`config.mk`:
```
export PLATFORM = sky130hd
export DESIGN_NAME = dim_ctrl_flat
export DESIGN_NICKNAME = d
export VERILOG_FILES = /design/src/dim_pkg.sv /design/src/dim_link_if.sv /design/src/dim_ctrl.sv /design/src/flat_wrapper.sv
export VERILOG_INCLUDE_DIRS = /design/src
export SDC_FILE = /design/constraint.sdc
export NUM_CORES = 1
export LEC_CHECK = 0
export ABC_AREA = 0
export BUFFER_PORTS_ARGS = -buffer_cell sky130_fd_sc_hd__buf_2
export CORE_UTILIZATION = 60
export CTS_BUF_LIST = sky130_fd_sc_hd__clkbuf_4
export DETAILED_ROUTE_END_ITERATION = 16
export PLACE_DENSITY = 0.82
export SKIP_LAST_GASP = 1
export SYNTH_ARGS = -nofsm -noshare
export SYNTH_HDL_FRONTEND = slang
export SYNTH_SLANG_ARGS = --single-unit
```
`constraint.sdc`:
```
create_clock -name mclk -period 2.6 [get_ports mclk]
set_input_delay 0.52 -clock mclk [delete_from_list [all_inputs] [get_ports mclk]]
set_output_delay 0.52 -clock mclk [all_outputs]
set_load 0.1 [all_outputs]
```
`src/dim_params.svh`:
```
// Constants for the DDR2 init and mode-register link
`ifndef DIM_PARAMS_SVH
`define DIM_PARAMS_SVH
`define DIM_CLK_NS         100
`define DIM_PWR_WAIT_NS    200000
`define DIM_PWR_WAIT_CYC   ((`DIM_PWR_WAIT_NS + `DIM_CLK_NS - 1) / `DIM_CLK_NS)
`define DIM_CKE_WAIT_NS    400
`define DIM_CKE_WAIT_CYC   ((`DIM_CKE_WAIT_NS + `DIM_CLK_NS - 1) / `DIM_CLK_NS)
`define DIM_DLL_LOCK_CYC   200
`define DIM_GAP_CYC        4
`define DIM_REFRESH_CNT    2
`define DIM_BANK_MR        3'h0
`define DIM_BANK_EMR1      3'h1
`define DIM_BANK_EMR2      3'h2
`define DIM_BANK_EMR3      3'h3
`define DIM_A_DLL_RESET    8
`define DIM_A_AUTO_PRE     10
`define DIM_A_DLL_DISABLE  0
`define DIM_OCD_LSB        7
`define DIM_OCD_MSB        9
`define DIM_OCD_DEFAULT    3'h7
`define DIM_OCD_EXIT       3'h0
`define DIM_TEST_MODE_BIT  7
`define DIM_ODT_A2         2
`define DIM_ODT_A6         6
`define DIM_ADDR_CTRL      2'h0
`define DIM_ADDR_MR        2'h1
`define DIM_ADDR_EMR1      2'h2
`define DIM_ADDR_STAT      2'h3
`define DIM_CTRL_START     0
`define DIM_CTRL_SELFREF   1
`define DIM_PWR_CNT_W      12
`define DIM_CTRL_ODT       2
`define DIM_CTRL_ACCESS    3
`define DIM_CTRL_BANK_LSB  4
`define DIM_CTRL_BANK_MSB  6
`define DIM_CTRL_AP        7
`define DIM_CTRL_ADDR_LSB  8
`define DIM_CTRL_ADDR_MSB  15
`endif

```
`src/dim_pkg.sv`:
```
// Types shared by both ends of the init link
package dim_pkg;
    // Command code {ras_n, cas_n, we_n}
    typedef enum logic [2:0] {
        DIM_CMD_MRS  = 3'h0,
        DIM_CMD_REF  = 3'h1,
        DIM_CMD_PRE  = 3'h2,
        DIM_CMD_ACT  = 3'h3,
        DIM_CMD_WR   = 3'h4,
        DIM_CMD_RD   = 3'h5,
        DIM_CMD_NOP  = 3'h7
    } dim_cmd_t;
endpackage

```
`src/dim_link_if.sv`:
```
// Command pins between controller and DRAM
interface dim_link_if;
    logic        cke;
    logic        cs_n;
    logic        ras_n;
    logic        cas_n;
    logic        we_n;
    logic [2:0]  ba;
    logic [13:0] addr;
    logic        odt;
    modport ctrl (output cke, cs_n, ras_n, cas_n, we_n, ba, addr, odt);
    modport dram (input cke, cs_n, ras_n, cas_n, we_n, ba, addr, odt);
endinterface

```
`src/dim_ctrl.sv`:
```
// Controller end: power-up and mode programming sequencer
// Contract
// - Activate gives row, read/write gives column
// - Hold cke and odt low at power
// - Wait 200us, then NOP and raise cke
// - NOP 400ns, then precharge all
// - Program extended registers two then three
// - Enable DLL, then mode set resetting DLL
// - Precharge, two refreshes, final mode set
// - Calibration default then exit after 200 clocks
// - Every write carries all register fields
// - Mode writes leave array untouched
// - Mode register undefined until written
// - Mode set decode: all low, banks zero
// - Mode writes only precharged, cke high
// - Burst length, order, CAS latency fields
// - Test mode low, DLL reset, recovery
// - Recovery field is time over period, ceiling
// - Extended one decode: bank0 high, bank1 low
// - Extended one field layout
// - Self refresh disables and re-enables DLL
// - 200 clocks after DLL reset before reads
// - DLL enabled for normal operation
// - Termination pin ignored when disabled
// - Commands taken only with chip select low
`include "dim_params.svh"
module dim_ctrl #(
    parameter int PWR_WAIT_CYC = `DIM_PWR_WAIT_CYC
) (
    // Clock and reset
    input  wire logic        mclk,
    input  wire logic        srst,
    // Register port
    input  wire logic [1:0]  reg_addr,
    input  wire logic [15:0] reg_wdata,
    input  wire logic        reg_wr,
    input  wire logic        reg_rd,
    output logic      [15:0] reg_rdata,
    // Link
    dim_link_if.ctrl         lnk
);
    typedef enum logic [3:0] {
        ST_IDLE  = 4'h0, ST_PWR  = 4'h1, ST_CKE  = 4'h2, ST_PRE1 = 4'h3,
        ST_EMR2  = 4'h4, ST_EMR3 = 4'h5, ST_DLLE = 4'h6, ST_DLLR = 4'h7,
        ST_PRE2  = 4'h8, ST_REF  = 4'h9, ST_MR   = 4'hA, ST_OCDD = 4'hB,
        ST_OCDX  = 4'hC, ST_DONE = 4'hD, ST_SRIN = 4'hE, ST_SR   = 4'hF
    } dim_ctrl_state_t;

    dim_ctrl_state_t state_reg, state_next;
    logic [`DIM_PWR_CNT_W-1:0] wait_reg;
    logic [7:0]  lock_reg;
    logic [1:0]  ref_reg;
    logic [13:0] mr_cfg_reg, emr_cfg_reg;
    logic        start_reg, sr_req_reg;
    logic [1:0]  acc_reg;
    logic [2:0]  acc_bank_reg;
    logic [7:0]  acc_addr_reg;
    logic        acc_ap_reg, odt_req_reg;
    logic        issue;
    logic [2:0]  cmd;
    logic [2:0]  ba;
    logic [13:0] addr;

    wire gap_done  = wait_reg == '0;
    wire lock_done = lock_reg >= 8'(`DIM_DLL_LOCK_CYC);
    // Full register images each time, never a subset
    wire [13:0] emr_dll = emr_cfg_reg & ~(14'h0001 << `DIM_A_DLL_DISABLE);
    wire [13:0] emr_ocd = {emr_dll[13:10], `DIM_OCD_DEFAULT, emr_dll[6:0]};
    wire [13:0] emr_exit = {emr_dll[13:10], `DIM_OCD_EXIT, emr_dll[6:0]};
    wire [13:0] mr_norm = mr_cfg_reg & ~(14'h0001 << `DIM_A_DLL_RESET)
                          & ~(14'h0001 << `DIM_TEST_MODE_BIT);
    // Test access: one activate, then one read; only after lock
    wire [13:0] acc_row = 14'(acc_addr_reg);
    wire [13:0] acc_col = 14'(acc_addr_reg) | (14'(acc_ap_reg) << `DIM_A_AUTO_PRE);
    wire        acc_act = acc_reg == 2'h1;
    wire        acc_rd  = acc_reg == 2'h2 && lock_done;
    wire        acc_go  = state_reg == ST_DONE && gap_done;

    always_comb begin
        state_next = state_reg;
        issue = 1'b0;
        cmd = dim_pkg::DIM_CMD_NOP;
        ba = 3'h0;
        addr = 14'h0000;
        if (gap_done) begin
            unique case (state_reg)
                ST_IDLE: if (start_reg) state_next = ST_PWR;
                ST_PWR:  state_next = ST_CKE;
                ST_CKE:  state_next = ST_PRE1;
                ST_PRE1: begin
                    cmd = dim_pkg::DIM_CMD_PRE; addr = 14'h0001 << `DIM_A_AUTO_PRE;
                    issue = 1'b1; state_next = ST_EMR2;
                end
                ST_EMR2: begin
                    cmd = dim_pkg::DIM_CMD_MRS; ba = `DIM_BANK_EMR2;
                    issue = 1'b1; state_next = ST_EMR3;
                end
                ST_EMR3: begin
                    cmd = dim_pkg::DIM_CMD_MRS; ba = `DIM_BANK_EMR3;
                    issue = 1'b1; state_next = ST_DLLE;
                end
                ST_DLLE: begin
                    cmd = dim_pkg::DIM_CMD_MRS; ba = `DIM_BANK_EMR1; addr = emr_dll;
                    issue = 1'b1; state_next = ST_DLLR;
                end
                ST_DLLR: begin
                    cmd = dim_pkg::DIM_CMD_MRS; ba = `DIM_BANK_MR;
                    addr = mr_norm | (14'h0001 << `DIM_A_DLL_RESET);
                    issue = 1'b1; state_next = ST_PRE2;
                end
                ST_PRE2: begin
                    cmd = dim_pkg::DIM_CMD_PRE; addr = 14'h0001 << `DIM_A_AUTO_PRE;
                    issue = 1'b1; state_next = ST_REF;
                end
                ST_REF: begin
                    cmd = dim_pkg::DIM_CMD_REF; issue = 1'b1;
                    if (ref_reg == 2'(`DIM_REFRESH_CNT - 1)) state_next = ST_MR;
                end
                ST_MR: begin
                    cmd = dim_pkg::DIM_CMD_MRS; ba = `DIM_BANK_MR; addr = mr_norm;
                    issue = 1'b1; state_next = ST_OCDD;
                end
                ST_OCDD: if (lock_done) begin
                    cmd = dim_pkg::DIM_CMD_MRS; ba = `DIM_BANK_EMR1; addr = emr_ocd;
                    issue = 1'b1; state_next = ST_OCDX;
                end
                ST_OCDX: begin
                    cmd = dim_pkg::DIM_CMD_MRS; ba = `DIM_BANK_EMR1; addr = emr_exit;
                    issue = 1'b1; state_next = ST_DONE;
                end
                // Access first, so no refresh or reinit lands between an activate and its read
                ST_DONE: if (acc_act) begin
                    cmd = dim_pkg::DIM_CMD_ACT;
                    ba = acc_bank_reg;
                    addr = acc_row;
                    issue = 1'b1;
                end else if (acc_rd) begin
                    cmd = dim_pkg::DIM_CMD_RD;
                    ba = acc_bank_reg;
                    addr = acc_col;
                    issue = 1'b1;
                end else if (sr_req_reg) begin
                    cmd = dim_pkg::DIM_CMD_REF; issue = 1'b1; state_next = ST_SRIN;
                end else if (start_reg) state_next = ST_PRE2;                     // reinit
                ST_SRIN: state_next = ST_SR;
                ST_SR:   if (!sr_req_reg) state_next = ST_OCDD;
            endcase
        end
    end

    // Register port
    wire [15:0] rd_mux = (reg_addr == `DIM_ADDR_MR)   ? {2'h0, mr_cfg_reg} :
                         (reg_addr == `DIM_ADDR_EMR1) ? {2'h0, emr_cfg_reg} :
                         (reg_addr == `DIM_ADDR_STAT) ? {10'h000, lock_done, state_reg == ST_DONE, state_reg} :
                         {14'h0000, sr_req_reg, start_reg};

    always_ff @(posedge mclk) begin
        if (srst) begin
            state_reg <= ST_IDLE;
            wait_reg <= '0;
            lock_reg <= 8'h00;
            ref_reg <= 2'h0;
            mr_cfg_reg <= 14'h0000;
            emr_cfg_reg <= 14'h0000;
            start_reg <= 1'b0;
            sr_req_reg <= 1'b0;
            acc_reg <= 2'h0;
            acc_bank_reg <= 3'h0;
            acc_addr_reg <= 8'h00;
            acc_ap_reg <= 1'b0;
            odt_req_reg <= 1'b0;
            reg_rdata <= 16'h0000;
            lnk.cke <= 1'b0;
            lnk.odt <= 1'b0;
            lnk.cs_n <= 1'b1;
            lnk.ras_n <= 1'b1;
            lnk.cas_n <= 1'b1;
            lnk.we_n <= 1'b1;
            lnk.ba <= 3'h0;
            lnk.addr <= 14'h0000;
        end else begin
            state_reg <= state_next;
            reg_rdata <= reg_rd ? rd_mux : 16'h0000;
            if (reg_wr && reg_addr == `DIM_ADDR_MR) mr_cfg_reg <= reg_wdata[13:0];
            if (reg_wr && reg_addr == `DIM_ADDR_EMR1) emr_cfg_reg <= reg_wdata[13:0];
            if (reg_wr && reg_addr == `DIM_ADDR_CTRL) sr_req_reg <= reg_wdata[`DIM_CTRL_SELFREF];
            if (reg_wr && reg_addr == `DIM_ADDR_CTRL) odt_req_reg <= reg_wdata[`DIM_CTRL_ODT];
            // A new access is refused while one is still under way
            if (reg_wr && reg_addr == `DIM_ADDR_CTRL && reg_wdata[`DIM_CTRL_ACCESS] && acc_reg == 2'h0) begin
                acc_reg <= 2'h1;
                acc_bank_reg <= reg_wdata[`DIM_CTRL_BANK_MSB:`DIM_CTRL_BANK_LSB];
                acc_ap_reg <= reg_wdata[`DIM_CTRL_AP];
                acc_addr_reg <= reg_wdata[`DIM_CTRL_ADDR_MSB:`DIM_CTRL_ADDR_LSB];
            end else if (acc_go && acc_act) begin
                acc_reg <= 2'h2;
            end else if (acc_go && acc_rd) begin
                acc_reg <= 2'h0;
            end
            if (reg_wr && reg_addr == `DIM_ADDR_CTRL && reg_wdata[`DIM_CTRL_START]) start_reg <= 1'b1;
            else if (state_reg != state_next && state_next != ST_IDLE) start_reg <= 1'b0;
            // Gap timers; long wait only on entry to power hold
            if (state_reg == ST_IDLE && state_next == ST_PWR)
                wait_reg <= `DIM_PWR_CNT_W'(PWR_WAIT_CYC);
            else if (state_reg == ST_PWR && gap_done)
                wait_reg <= `DIM_PWR_CNT_W'(`DIM_CKE_WAIT_CYC);
            else if (issue)
                wait_reg <= `DIM_PWR_CNT_W'(`DIM_GAP_CYC);
            else if (!gap_done)
                wait_reg <= wait_reg - 1'b1;
            if (state_reg == ST_DLLR && issue) lock_reg <= 8'h00;
            else if (state_reg == ST_SR && state_next == ST_OCDD) lock_reg <= 8'h00;
            else if (!lock_done) lock_reg <= lock_reg + 8'h01;
            if (state_reg == ST_REF && issue) ref_reg <= ref_reg + 2'h1;
            else if (state_reg != ST_REF) ref_reg <= 2'h0;
            if (state_reg == ST_PWR && gap_done) lnk.cke <= 1'b1;
            else if (state_reg == ST_DONE && state_next == ST_SRIN) lnk.cke <= 1'b0;
            else if (state_reg == ST_SR && state_next == ST_OCDD) lnk.cke <= 1'b1;
            // Termination only once the sequence is done
            lnk.odt <= odt_req_reg && state_reg == ST_DONE;
            lnk.cs_n <= !issue;
            lnk.ras_n <= cmd[2];
            lnk.cas_n <= cmd[1];
            lnk.we_n <= cmd[0];
            lnk.ba <= ba;
            lnk.addr <= addr;
        end
    end
endmodule // dim_ctrl

```
`src/flat_wrapper.sv`:
```
// flat-port wrapper written by rule: the top's interface ports become plain ports
module dim_ctrl_flat 
#(
    parameter int PWR_WAIT_CYC = `DIM_PWR_WAIT_CYC
)
  (mclk, srst, reg_addr, reg_wdata, reg_wr, reg_rd, reg_rdata, lnk_cke, lnk_cs_n, lnk_ras_n, lnk_cas_n, lnk_we_n, lnk_ba, lnk_addr, lnk_odt);
  dim_link_if lnk_i ();
  input  wire logic mclk;
  input  wire logic srst;
  input  wire logic [1:0] reg_addr;
  input  wire logic [15:0] reg_wdata;
  input  wire logic reg_wr;
  input  wire logic reg_rd;
  output logic      [15:0] reg_rdata;
  output wire logic [$bits(lnk_i.cke)-1:0] lnk_cke;
  output wire logic [$bits(lnk_i.cs_n)-1:0] lnk_cs_n;
  output wire logic [$bits(lnk_i.ras_n)-1:0] lnk_ras_n;
  output wire logic [$bits(lnk_i.cas_n)-1:0] lnk_cas_n;
  output wire logic [$bits(lnk_i.we_n)-1:0] lnk_we_n;
  output wire logic [$bits(lnk_i.ba)-1:0] lnk_ba;
  output wire logic [$bits(lnk_i.addr)-1:0] lnk_addr;
  output wire logic [$bits(lnk_i.odt)-1:0] lnk_odt;
  assign lnk_cke = lnk_i.cke;
  assign lnk_cs_n = lnk_i.cs_n;
  assign lnk_ras_n = lnk_i.ras_n;
  assign lnk_cas_n = lnk_i.cas_n;
  assign lnk_we_n = lnk_i.we_n;
  assign lnk_ba = lnk_i.ba;
  assign lnk_addr = lnk_i.addr;
  assign lnk_odt = lnk_i.odt;
  dim_ctrl #(.PWR_WAIT_CYC(PWR_WAIT_CYC)) u_core (.mclk(mclk), .srst(srst), .reg_addr(reg_addr), .reg_wdata(reg_wdata), .reg_wr(reg_wr), .reg_rd(reg_rd), .reg_rdata(reg_rdata), .lnk(lnk_i));
endmodule
```
# Word level (Yosys, flattened, before mapping)

Cells that the tools add are included.

Eq/ne operators: 28
Order comparisons: 1
Bitwise logic cells: 3
Multiplexer cells: 46
Reductions and logical operators: 40
Add/sub/neg operators: 3

Operators by type and width:

| kind                  | number |
|---|---|
| $pmux 14 s7           | 1 |
| $mux 14               | 5 |
| $pmux 4 s16           | 1 |
| $mux 11               | 4 |
| $eq 4x4->1 const B    | 10 |
| $mux 4                | 9 |
| $pmux 3 s5            | 2 |
| $logic_and 1x1->1     | 18 |
| $mux 3                | 6 |
| $eq 4x3->1 const B    | 4 |
| $logic_not 12->1      | 1 |
| $mux 1                | 12 |
| $reduce_or 2->1       | 6 |
| $sub 12x1->12 const B | 1 |
| $or 8x11->11          | 1 |
| $reduce_or 9->1       | 1 |
| $add 8x1->8 const B   | 1 |
| $eq 4x1->1 const B    | 2 |
| $eq 4x2->1 const B    | 2 |
| $ge 8x8->1 const B    | 1 |
| $mux 2                | 4 |
| $reduce_or 4->1       | 2 |
| $eq 2x1->1 const B    | 3 |
| $eq 2x2->1 const B    | 3 |
| 16 further kinds      | 21 |

Input port bits: 22
Bits in registers: 110

# Logic depth before layout (Yosys ltp)

Gate-level depths: netlist of the first run.

Depth after elaboration: 11
Mapped depth: 9

# Least setup slack after synthesis of the first run

OpenSTA, ideal clock, no wires.

Path type: register -> register
Start: reg u_core.wait_reg[0]
End: reg u_core.lnk.cas_n
Data required time: 2.480 ns
Buffers on the path: 1
Arrival: 2.048 ns
Cell stages (with the launch flop): 9
Path slack: 0.433 ns
Clock period less this slack: 2.167 ns
Path through: dfxtp_1 > inv_1 > ha_1 > or3b_1 > buf_6 > or4_4 > nor2_8 > o211ai_2 > a211o_1

Longest elaborated chain between the ends: 3

RTL lines:

| what                      | RTL line          | source |
|---|---|---|
| from (decl)               | dim_ctrl.sv:50    | `` logic [`DIM_PWR_CNT_W-1:0] wait_reg; `` |
| from (signal assigned)    | dim_ctrl.sv:203   | `` wait_reg <= `DIM_PWR_CNT_W'(PWR_WAIT_CYC); `` |
| from (signal assigned)    | dim_ctrl.sv:205   | `` wait_reg <= `DIM_PWR_CNT_W'(`DIM_CKE_WAIT_CYC); `` |
| from (signal assigned)    | dim_ctrl.sv:207   | `` wait_reg <= `DIM_PWR_CNT_W'(`DIM_GAP_CYC); `` |
| $logic_not 12->1          | dim_ctrl.sv:64    | `wire gap_done = wait_reg == '0;` |
| $not 1->1 (no line)       | -                 |  |
| $reduce_or 2->1 (no line) | -                 |  |
| to (signal assigned)      | dim_ctrl.sv:222   | `lnk.cas_n <= cmd[1];` |
| to (decl)                 | dim_link_if.sv:11 | `modport ctrl (output cke, cs_n, ras_n, cas_n, we_n, ba, addr, odt);` |

Every way passes these cells.
A chain may end at the register's enable or synchronous reset.

# Final worst setup path of the first run

Start: reg u_core.wait_reg[0]
End: reg u_core.wait_reg[1]

Longest elaborated chain between the ends: 5
Elaborated cells on any way between the ends: 8

RTL lines:

| what                      | RTL line        | source |
|---|---|---|
| $logic_not 12->1          | dim_ctrl.sv:64  |  |
| $mux 4                    | dim_ctrl.sv:85  | `if (gap_done) begin` |
| $eq 4x1->1                | dim_ctrl.sv:202 | `if (state_reg == ST_IDLE && state_next == ST_PWR)` |
| $logic_and 1x1->1         | dim_ctrl.sv:202 |  |
| $reduce_or 4->1 (no line) | -               |  |

Parallel ways exist; a longest one is shown, timed or not.

==> results of run 1 <==
==> metrics by stage <==
step | util | std cells | hold slack (ns) | instance area, um^2
6_report | 0.692 | 728 | 0.264 | 5380
5_1_grt | 0.692 | 728 | 0.257 | 5380
4_1_cts | 0.692 | 728 | 0.259 | 5380
3_5_place_dp | 0.675 | 712 | 0.452 | 5240
3_3_place_gp | 0.675 | 712 | 0.442 | 5240
2_1_floorplan | - | 571 | 0.433 | 4850
==> Yosys cell counts, types with 4 or more instances <==
master / instances / area [um^2]
dfxtp_1: 108 / 2160
nand2_1: 81 / 304
nor2_1: 65 / 244
a21oi_1: 54 / 270
clkbuf_1: 28 / 105
nor3_1: 19 / 95.1
a22oi_1: 17 / 128
mux2i_1: 16 / 160
nand2b_1: 13 / 81.3
o21ai_0: 13 / 65.1
nand3_1: 12 / 60.1
nor2b_1: 12 / 75.1
inv_1: 8 / 30.0
nand4b_1: 8 / 70.1
a222oi_1: 6 / 60.1
and3_1: 6 / 37.5
buf_4: 6 / 45.0
xor2_1: 6 / 52.6
a31oi_1: 5 / 31.3
a211oi_1: 4 / 30.0
a221oi_1: 4 / 35.0
buf_2: 4 / 20.0
ha_1: 4 / 50.1
mux2_2: 4 / 45.0
xnor2_1: 4 / 35.0
==> critical path: cells and delay by family (launching register included) <==
family          cells  cell delay (ns)
compound gates      1             0.10
buf+inv             1             0.07
flops               1             0.38
simple gates        4             1.61
fa+ha+maj           1             0.17
==> cells in the final DEF, fill, tap and decap left out, types with 13 or more instances in the layout <==
master,count
a21oi_1,54
buf_2,58
nand2b_1,13
mux2i_1,16
a22oi_1,17
o21ai_0,13
nor2_1,65
nand2_1,81
dfxtp_1,108
nor3_1,19
buf_4,23
==> power groups by stage <==
stage / sequential, mW / clock (mW) / combinational [mW]
4_1_cts: 1.83 / 0.822 / 0.853
6_report: 1.84 / 0.810 / 0.865
2_1_floorplan: 1.86 / 0 / 0.673
3_5_place_dp: 1.87 / 0 / 0.848
3_3_place_gp: 1.86 / 0 / 0.815
5_1_grt: 1.85 / 0.885 / 0.951
==> worst min-delay path by stage <==
stage                                            start                             endpoint  slack [ns]  depth (start not counted)
global route                             reg_wdata[15]  u_core.acc_addr_reg[7]$_SDFFE_PP0P_        0.26                          3
global placement    u_core.emr_cfg_reg[0]$_SDFFE_PP0P_   u_core.emr_cfg_reg[0]$_SDFFE_PP0P_        0.44                          2
CTS                                      reg_wdata[14]  u_core.acc_addr_reg[6]$_SDFFE_PP0P_        0.26                          3
finish                                   reg_wdata[14]  u_core.acc_addr_reg[6]$_SDFFE_PP0P_        0.26                          3
detailed placement   u_core.mr_cfg_reg[8]$_SDFFE_PP0P_    u_core.mr_cfg_reg[8]$_SDFFE_PP0P_        0.45                          2
floorplan           u_core.emr_cfg_reg[0]$_SDFFE_PP0P_   u_core.emr_cfg_reg[0]$_SDFFE_PP0P_        0.43                          2
==> layout make-up <==
cell class,instances,share of cell area
Inverter,8,0.00558
Tap cell,102,0.0237
Timing Repair Buffer,81,0.0861
Clock inverter,6,0.0112
Clock buffer,10,0.0140
Multi-Input combinational cell,413,0.458
Sequential cell,108,0.402
==> cells by family (layout without fill, tap and decap cells) <==
| kind of cell | Yosys count | in the layout | synth area share |
|---|---|---|---|
| AO/OA/AOI/OAI | 130 | 130 | 0.177 |
| flip-flops | 108 | 108 | 0.446 |
| buffers and inverters | 50 | 105 | 0.0475 |
| AND/OR/NAND/NOR | 245 | 245 | 0.249 |
| adder cells (fa/ha/maj) | 4 | 4 | 0.0103 |
| multiplexers | 22 | 22 | 0.0516 |
| other | 1 | 2 | 0.000773 |
| XOR/XNOR | 10 | 10 | 0.0181 |
==> metal layers <==
layer	part of all wire	vias up	global-route usage
met5	0	-	0
met4	0.021	0	0.112
met3	0.082	28	0.0489
met2	0.45	204	0.467
met1	0.45	2047	0.411
li1	-	2111	-
==> flow_summary.ini, run 1 <==
[grt]
grt_pass1_wl_mm = 19.9
grt_pass1_vias = 4011
grt_max_degree = 42
grt-ovfl-total = 0
track_usage = 0.298
antenna_found_initial = 0

[setup_path]
slowest_stage = nor4_4
r2r-end = u_core.wait_reg[1]$_SDFFE_PP0N_
cpPeakStageDelay_ns = 0.53
r2r-start = u_core.wait_reg[0]$_SDFFE_PP0N_
path_max_fanout = 8
cp-end-kind = flop
cp-start-kind = flop
crit_start = u_core.wait_reg[0]$_SDFFE_PP0N_
worstSetupPathType = reg -> reg
cp_data_required_time_ns = 2.94
arrival_ns = 2.79
rrSetupSlack_ns = 0.15
cp_cell_sequence = inv_1 > ha_1 > or3b_1 > nor4_4 > nand3_1 > nand4b_1 > o32ai_1
r2r_cells = 7
cp-endpoint = u_core.wait_reg[1]$_SDFFE_PP0N_

[cells_and_area]
multi_input_area_mm2 = 0.00246
num_antenna_cells = 0
drive_above_1_share = 0.187
ff_latch_area_mm2 = 0.00216
final_nets = 647
fillers = 637
area_delta_synth_final_pct = 10.9

[clock_network]
post-cts-setup-buffers = 0
ctsHoldBuffers = 0
cts_sinks = 108
h-tree-depth = 3
path_clk_slew_ns = 0.18
clockBufferDepth = 2
cts_buffers = 9
clk_latency_ns = 0.47
cts_tree = built
root_buffer = clkbuf_4
cts_resized = 0

[die]
start_util = 0.624
core-area_mm2 = 0.00777
rows = 32
ios = 61
die_h_um = 91.9
die_w_um = 91.9
dieArea_mm2 = 0.00845

[pwr]
vdd_drop_max_v = 0.000565
comb_power_share = 0.246
intPower_mw = 2.31
finalPower_mw = 3.51
power_density_mw_per_mm2 = 653
swShare = 0.341
p_switching_mw = 1.20
p_clk_frac = 0.230
seqPwrFrac = 0.523
power.leakage_nw = 2.12

[timing]
finalSetupTns_ns = 0
worst_clock_skew_ns = 0.0148
post-route-min-period_ns = 2.45
finalCritPeriodShare = 0.942
setup_violations = 0
max_freq_mhz = 408
worst_slack_ns = 0.151
rsz0062_at_grt = false
final_max_slew_viol_count = 0
relSlewSlack = 0.329
hold_viol = 0
tightest_slew_ns = 1.00

[flow_run]
drv_cap = 0

[synthesis]
ys_ff_latch = 108
ys_types = 65
synthCells = 570
ys_warn_count = 0
avgSynthCellArea_um2 = 8.51
ys_seq_area_frac = 0.446
async_flop_share = 0
syn-cell-area_mm2 = 0.00485
ys.flop_type = dfxtp_1
synth-edff-count = 0

[placed_design]
place.gp.congestion = 0.891
detailedPlace.worstSlack_ns = 0.217
io_buffers = 58
dp_hpwl_mm = 8.64

[min_path]
hold_path_class = in -> reg

[drt]
finalWirelength_mm = 12.2
antenna_left = 0
drc = 0
wl_per_cell_um = 16.8
via_per_inst = 6.03
first_iter_violations = 483
vias = 4390
drt_pass1_iterations = 5

[run_status]
status = finished clean
(Power assumes the default switching activity.)
==> run 2, diff against run 1 <==
--- a/config.mk
+++ b/config.mk
@@ -6,7 +6,7 @@
 export SDC_FILE = /design/constraint.sdc
 export NUM_CORES = 1
 export LEC_CHECK = 0
-export ABC_AREA = 0
+export ABC_AREA = 1
 export BUFFER_PORTS_ARGS = -buffer_cell sky130_fd_sc_hd__buf_2
 export CORE_UTILIZATION = 60
 export CTS_BUF_LIST = sky130_fd_sc_hd__clkbuf_4
==> flow_summary.ini, run 2 <==
[setup_path]
cp_cell_sequence = inv_1 > ha_1 > nand2_2 > nor2_2 > nand2_1 > nor2_8 > inv_2 > a21oi_2 > inv_2 > a31oi_1
cpMostUsedCell = inv_2
cpPeakStageDelay_ns = 0.33
rrSetupSlack_ns = 0.39
cp-end-kind = flop
cp_data_required_time_ns = 3.00
slowest_stage = dfxtp_1
path_max_fanout = 9
r2r_cells = 10
worstSetupPathType = reg -> reg
arrival_ns = 2.62
cp-start-kind = flop

[synthesis]
synth_top_family_by_area = simple AND/OR/NAND/NOR gates
ys_types = 40
yosysTopAreaCellShare = 0.455
synth-simple-area-share = 0.274
synthMuxAreaShare = 0
ys_ff_latch = 108
synthAdderAreaFrac = 0.0105
ys_seq_area_frac = 0.455
ys.flop_type = dfxtp_1
synth_area_leaders = dfxtp_1 45%, nand2_1 11%, a21oi_1 6.7%
synth-edff-count = 0
post-synth-top-area-cell = dfxtp_1
synth.most_common_cell = nand2_1
synthCells = 644
ys_warn_count = 0
synth_xor_area_frac = 0.0166
synth-compound-area-share = 0.159
syn-cell-area_mm2 = 0.00475
async_flop_share = 0
avgSynthCellArea_um2 = 7.38
synthTopCellsByCount = 135 x nand2_1, 108 x dfxtp_1, 78 x nor2_1

[timing]
hold_viol = 0
rsz0062_at_grt = false
max_freq_mhz = 452
finalCritPeriodShare = 0.850
worst_clock_skew_ns = 0.0172
tightest_slew_ns = 0.729
finalSetupTns_ns = 0
post-route-min-period_ns = 2.21
worst_slack_ns = 0.389
final_max_slew_viol_count = 0
setup_violations = 0
relSlewSlack = 0.513

[drt]
drc = 0
wl_per_cell_um = 15.0
vias = 4453
first_iter_violations = 387
finalWirelength_mm = 12.0
antenna_left = 0
drt_pass1_iterations = 6
via_per_inst = 5.57

[cells_and_area]
fillers = 644
num_antenna_cells = 0
area_delta_synth_final_pct = 9.85
final_common_cell = nand2_1
drive_above_1_share = 0.165
final_nets = 719
final_cell_mix = 135 x nand2_1, 108 x dfxtp_1, 78 x nor2_1, 64 x a21oi_1, 64 x inv_1

[placed_design]
dp_hpwl_mm = 8.50
place.gp.congestion = 1.04
io_buffers = 58
detailedPlace.worstSlack_ns = 0.466

[clock_network]
post-cts-setup-buffers = 0
cts_tree = built
path_clk_slew_ns = 0.16
root_buffer = clkbuf_4
clk_latency_ns = 0.48
ctsHoldBuffers = 0
cts_resized = 0
h-tree-depth = 3
cts_sinks = 108
cts_buffers = 9
clockBufferDepth = 2

[min_path]
hold_path_class = in -> reg
whs_path_depth = 3

[die]
core-area_mm2 = 0.00769
die_h_um = 91.0
die_w_um = 91.0
start_util = 0.618
ios = 61
rows = 32
dieArea_mm2 = 0.00828

[grt]
track_usage = 0.299
grt_max_degree = 33
grt_pass1_wl_mm = 19.8
grt-ovfl-total = 0
antenna_found_initial = 0
grt_pass1_vias = 4262

[pwr]
power.leakage_nw = 2.25
finalPower_mw = 3.55
vdd_drop_max_v = 0.000310
power_density_mw_per_mm2 = 680

[run_status]
status = finished clean

[flow_run]
drv_cap = 0
run 2: cell count changes in the layout (fill, tap and decap cells not counted), sizes merged, moves of 11 or more:
cell	change
a21oi	+15
a22oi	-11
buf	-16
inv	+62
mux2i	-16
nand2	+57
nand2b	-13
nand3	+31
nor2	+22
nor2b	-12
o21ai	+29
run 2: logic make-up (layout without fill, tap and decap cells):
logic type / Yosys count / after routing
flops: 108 / 108
simple gates: 292 / 292
buf+inv: 98 / 151
xor+xnor: 9 / 9
fa+ha+maj: 4 / 4
compound gates: 132 / 132
other cells: 1 / 2
run 2: path summary, 6_finish.rpt:
check                                             end                           startpoint
setup / recovery       u_core.lnk.addr[10]$_SDFF_PP0_      u_core.wait_reg[0]$_SDFFE_PP0N_
hold / removal    u_core.acc_addr_reg[6]$_SDFFE_PP0P_                        reg_wdata[14]
setup reg to reg       u_core.lnk.addr[10]$_SDFF_PP0_      u_core.wait_reg[0]$_SDFFE_PP0N_
hold reg to reg           u_core.lnk.ba[2]$_SDFF_PP0_  u_core.acc_bank_reg[2]$_SDFFE_PP0P_
run 2: cell type report:
class,count,area (um^2),area share
multi-input combinational,439,2190,0.420
sequential,108,2160,0.414
timing repair buffer,65,343,0.0657
inverter,70,263,0.0503
tap,102,128,0.0244
clock buffer,10,75.1,0.0144
clock inverter,6,58.8,0.0113
run 2: power breakdown:
group / internal, mW / switching (mW)
combinational: 0.298 / 0.587
clock: 0.228 / 0.584
sequential: 1.77 / 0.0832
total: 2.29 / 1.25
run 2: critical path: cells and delay by family, from the launching register on:
kind / cells / cell delay [ns]
adders and majority gates: 1 / 0.24
buffers and inverters: 3 / 0.30
DFF: 1 / 0.33
AOI/OAI and AO/OA: 2 / 0.40
and+or+nand+nor: 4 / 0.88
run 2: per-layer routing:
| metal | up-vias | wire, um | global-route usage |
|---|---|---|---|
| li1 | 2182 | - | - |
| met1 | 2020 | 5140 | 0.367 |
| met2 | 212 | 5600 | 0.512 |
| met3 | 39 | 863 | 0.0494 |
| met4 | 0 | 371 | 0.140 |
| met5 | - | 0 | 0 |
run 2: per-stage QoR:
step           hold slack (ns)  area (um^2)  utilization  instances
2_1_floorplan            0.420         4760            -        645
3_3_place_gp             0.432         5090        0.662        784
3_5_place_dp             0.447         5090        0.662        784
4_1_cts                  0.261         5220        0.679        800
5_1_grt                  0.268         5220        0.679        800
6_report                 0.266         5220        0.679        800
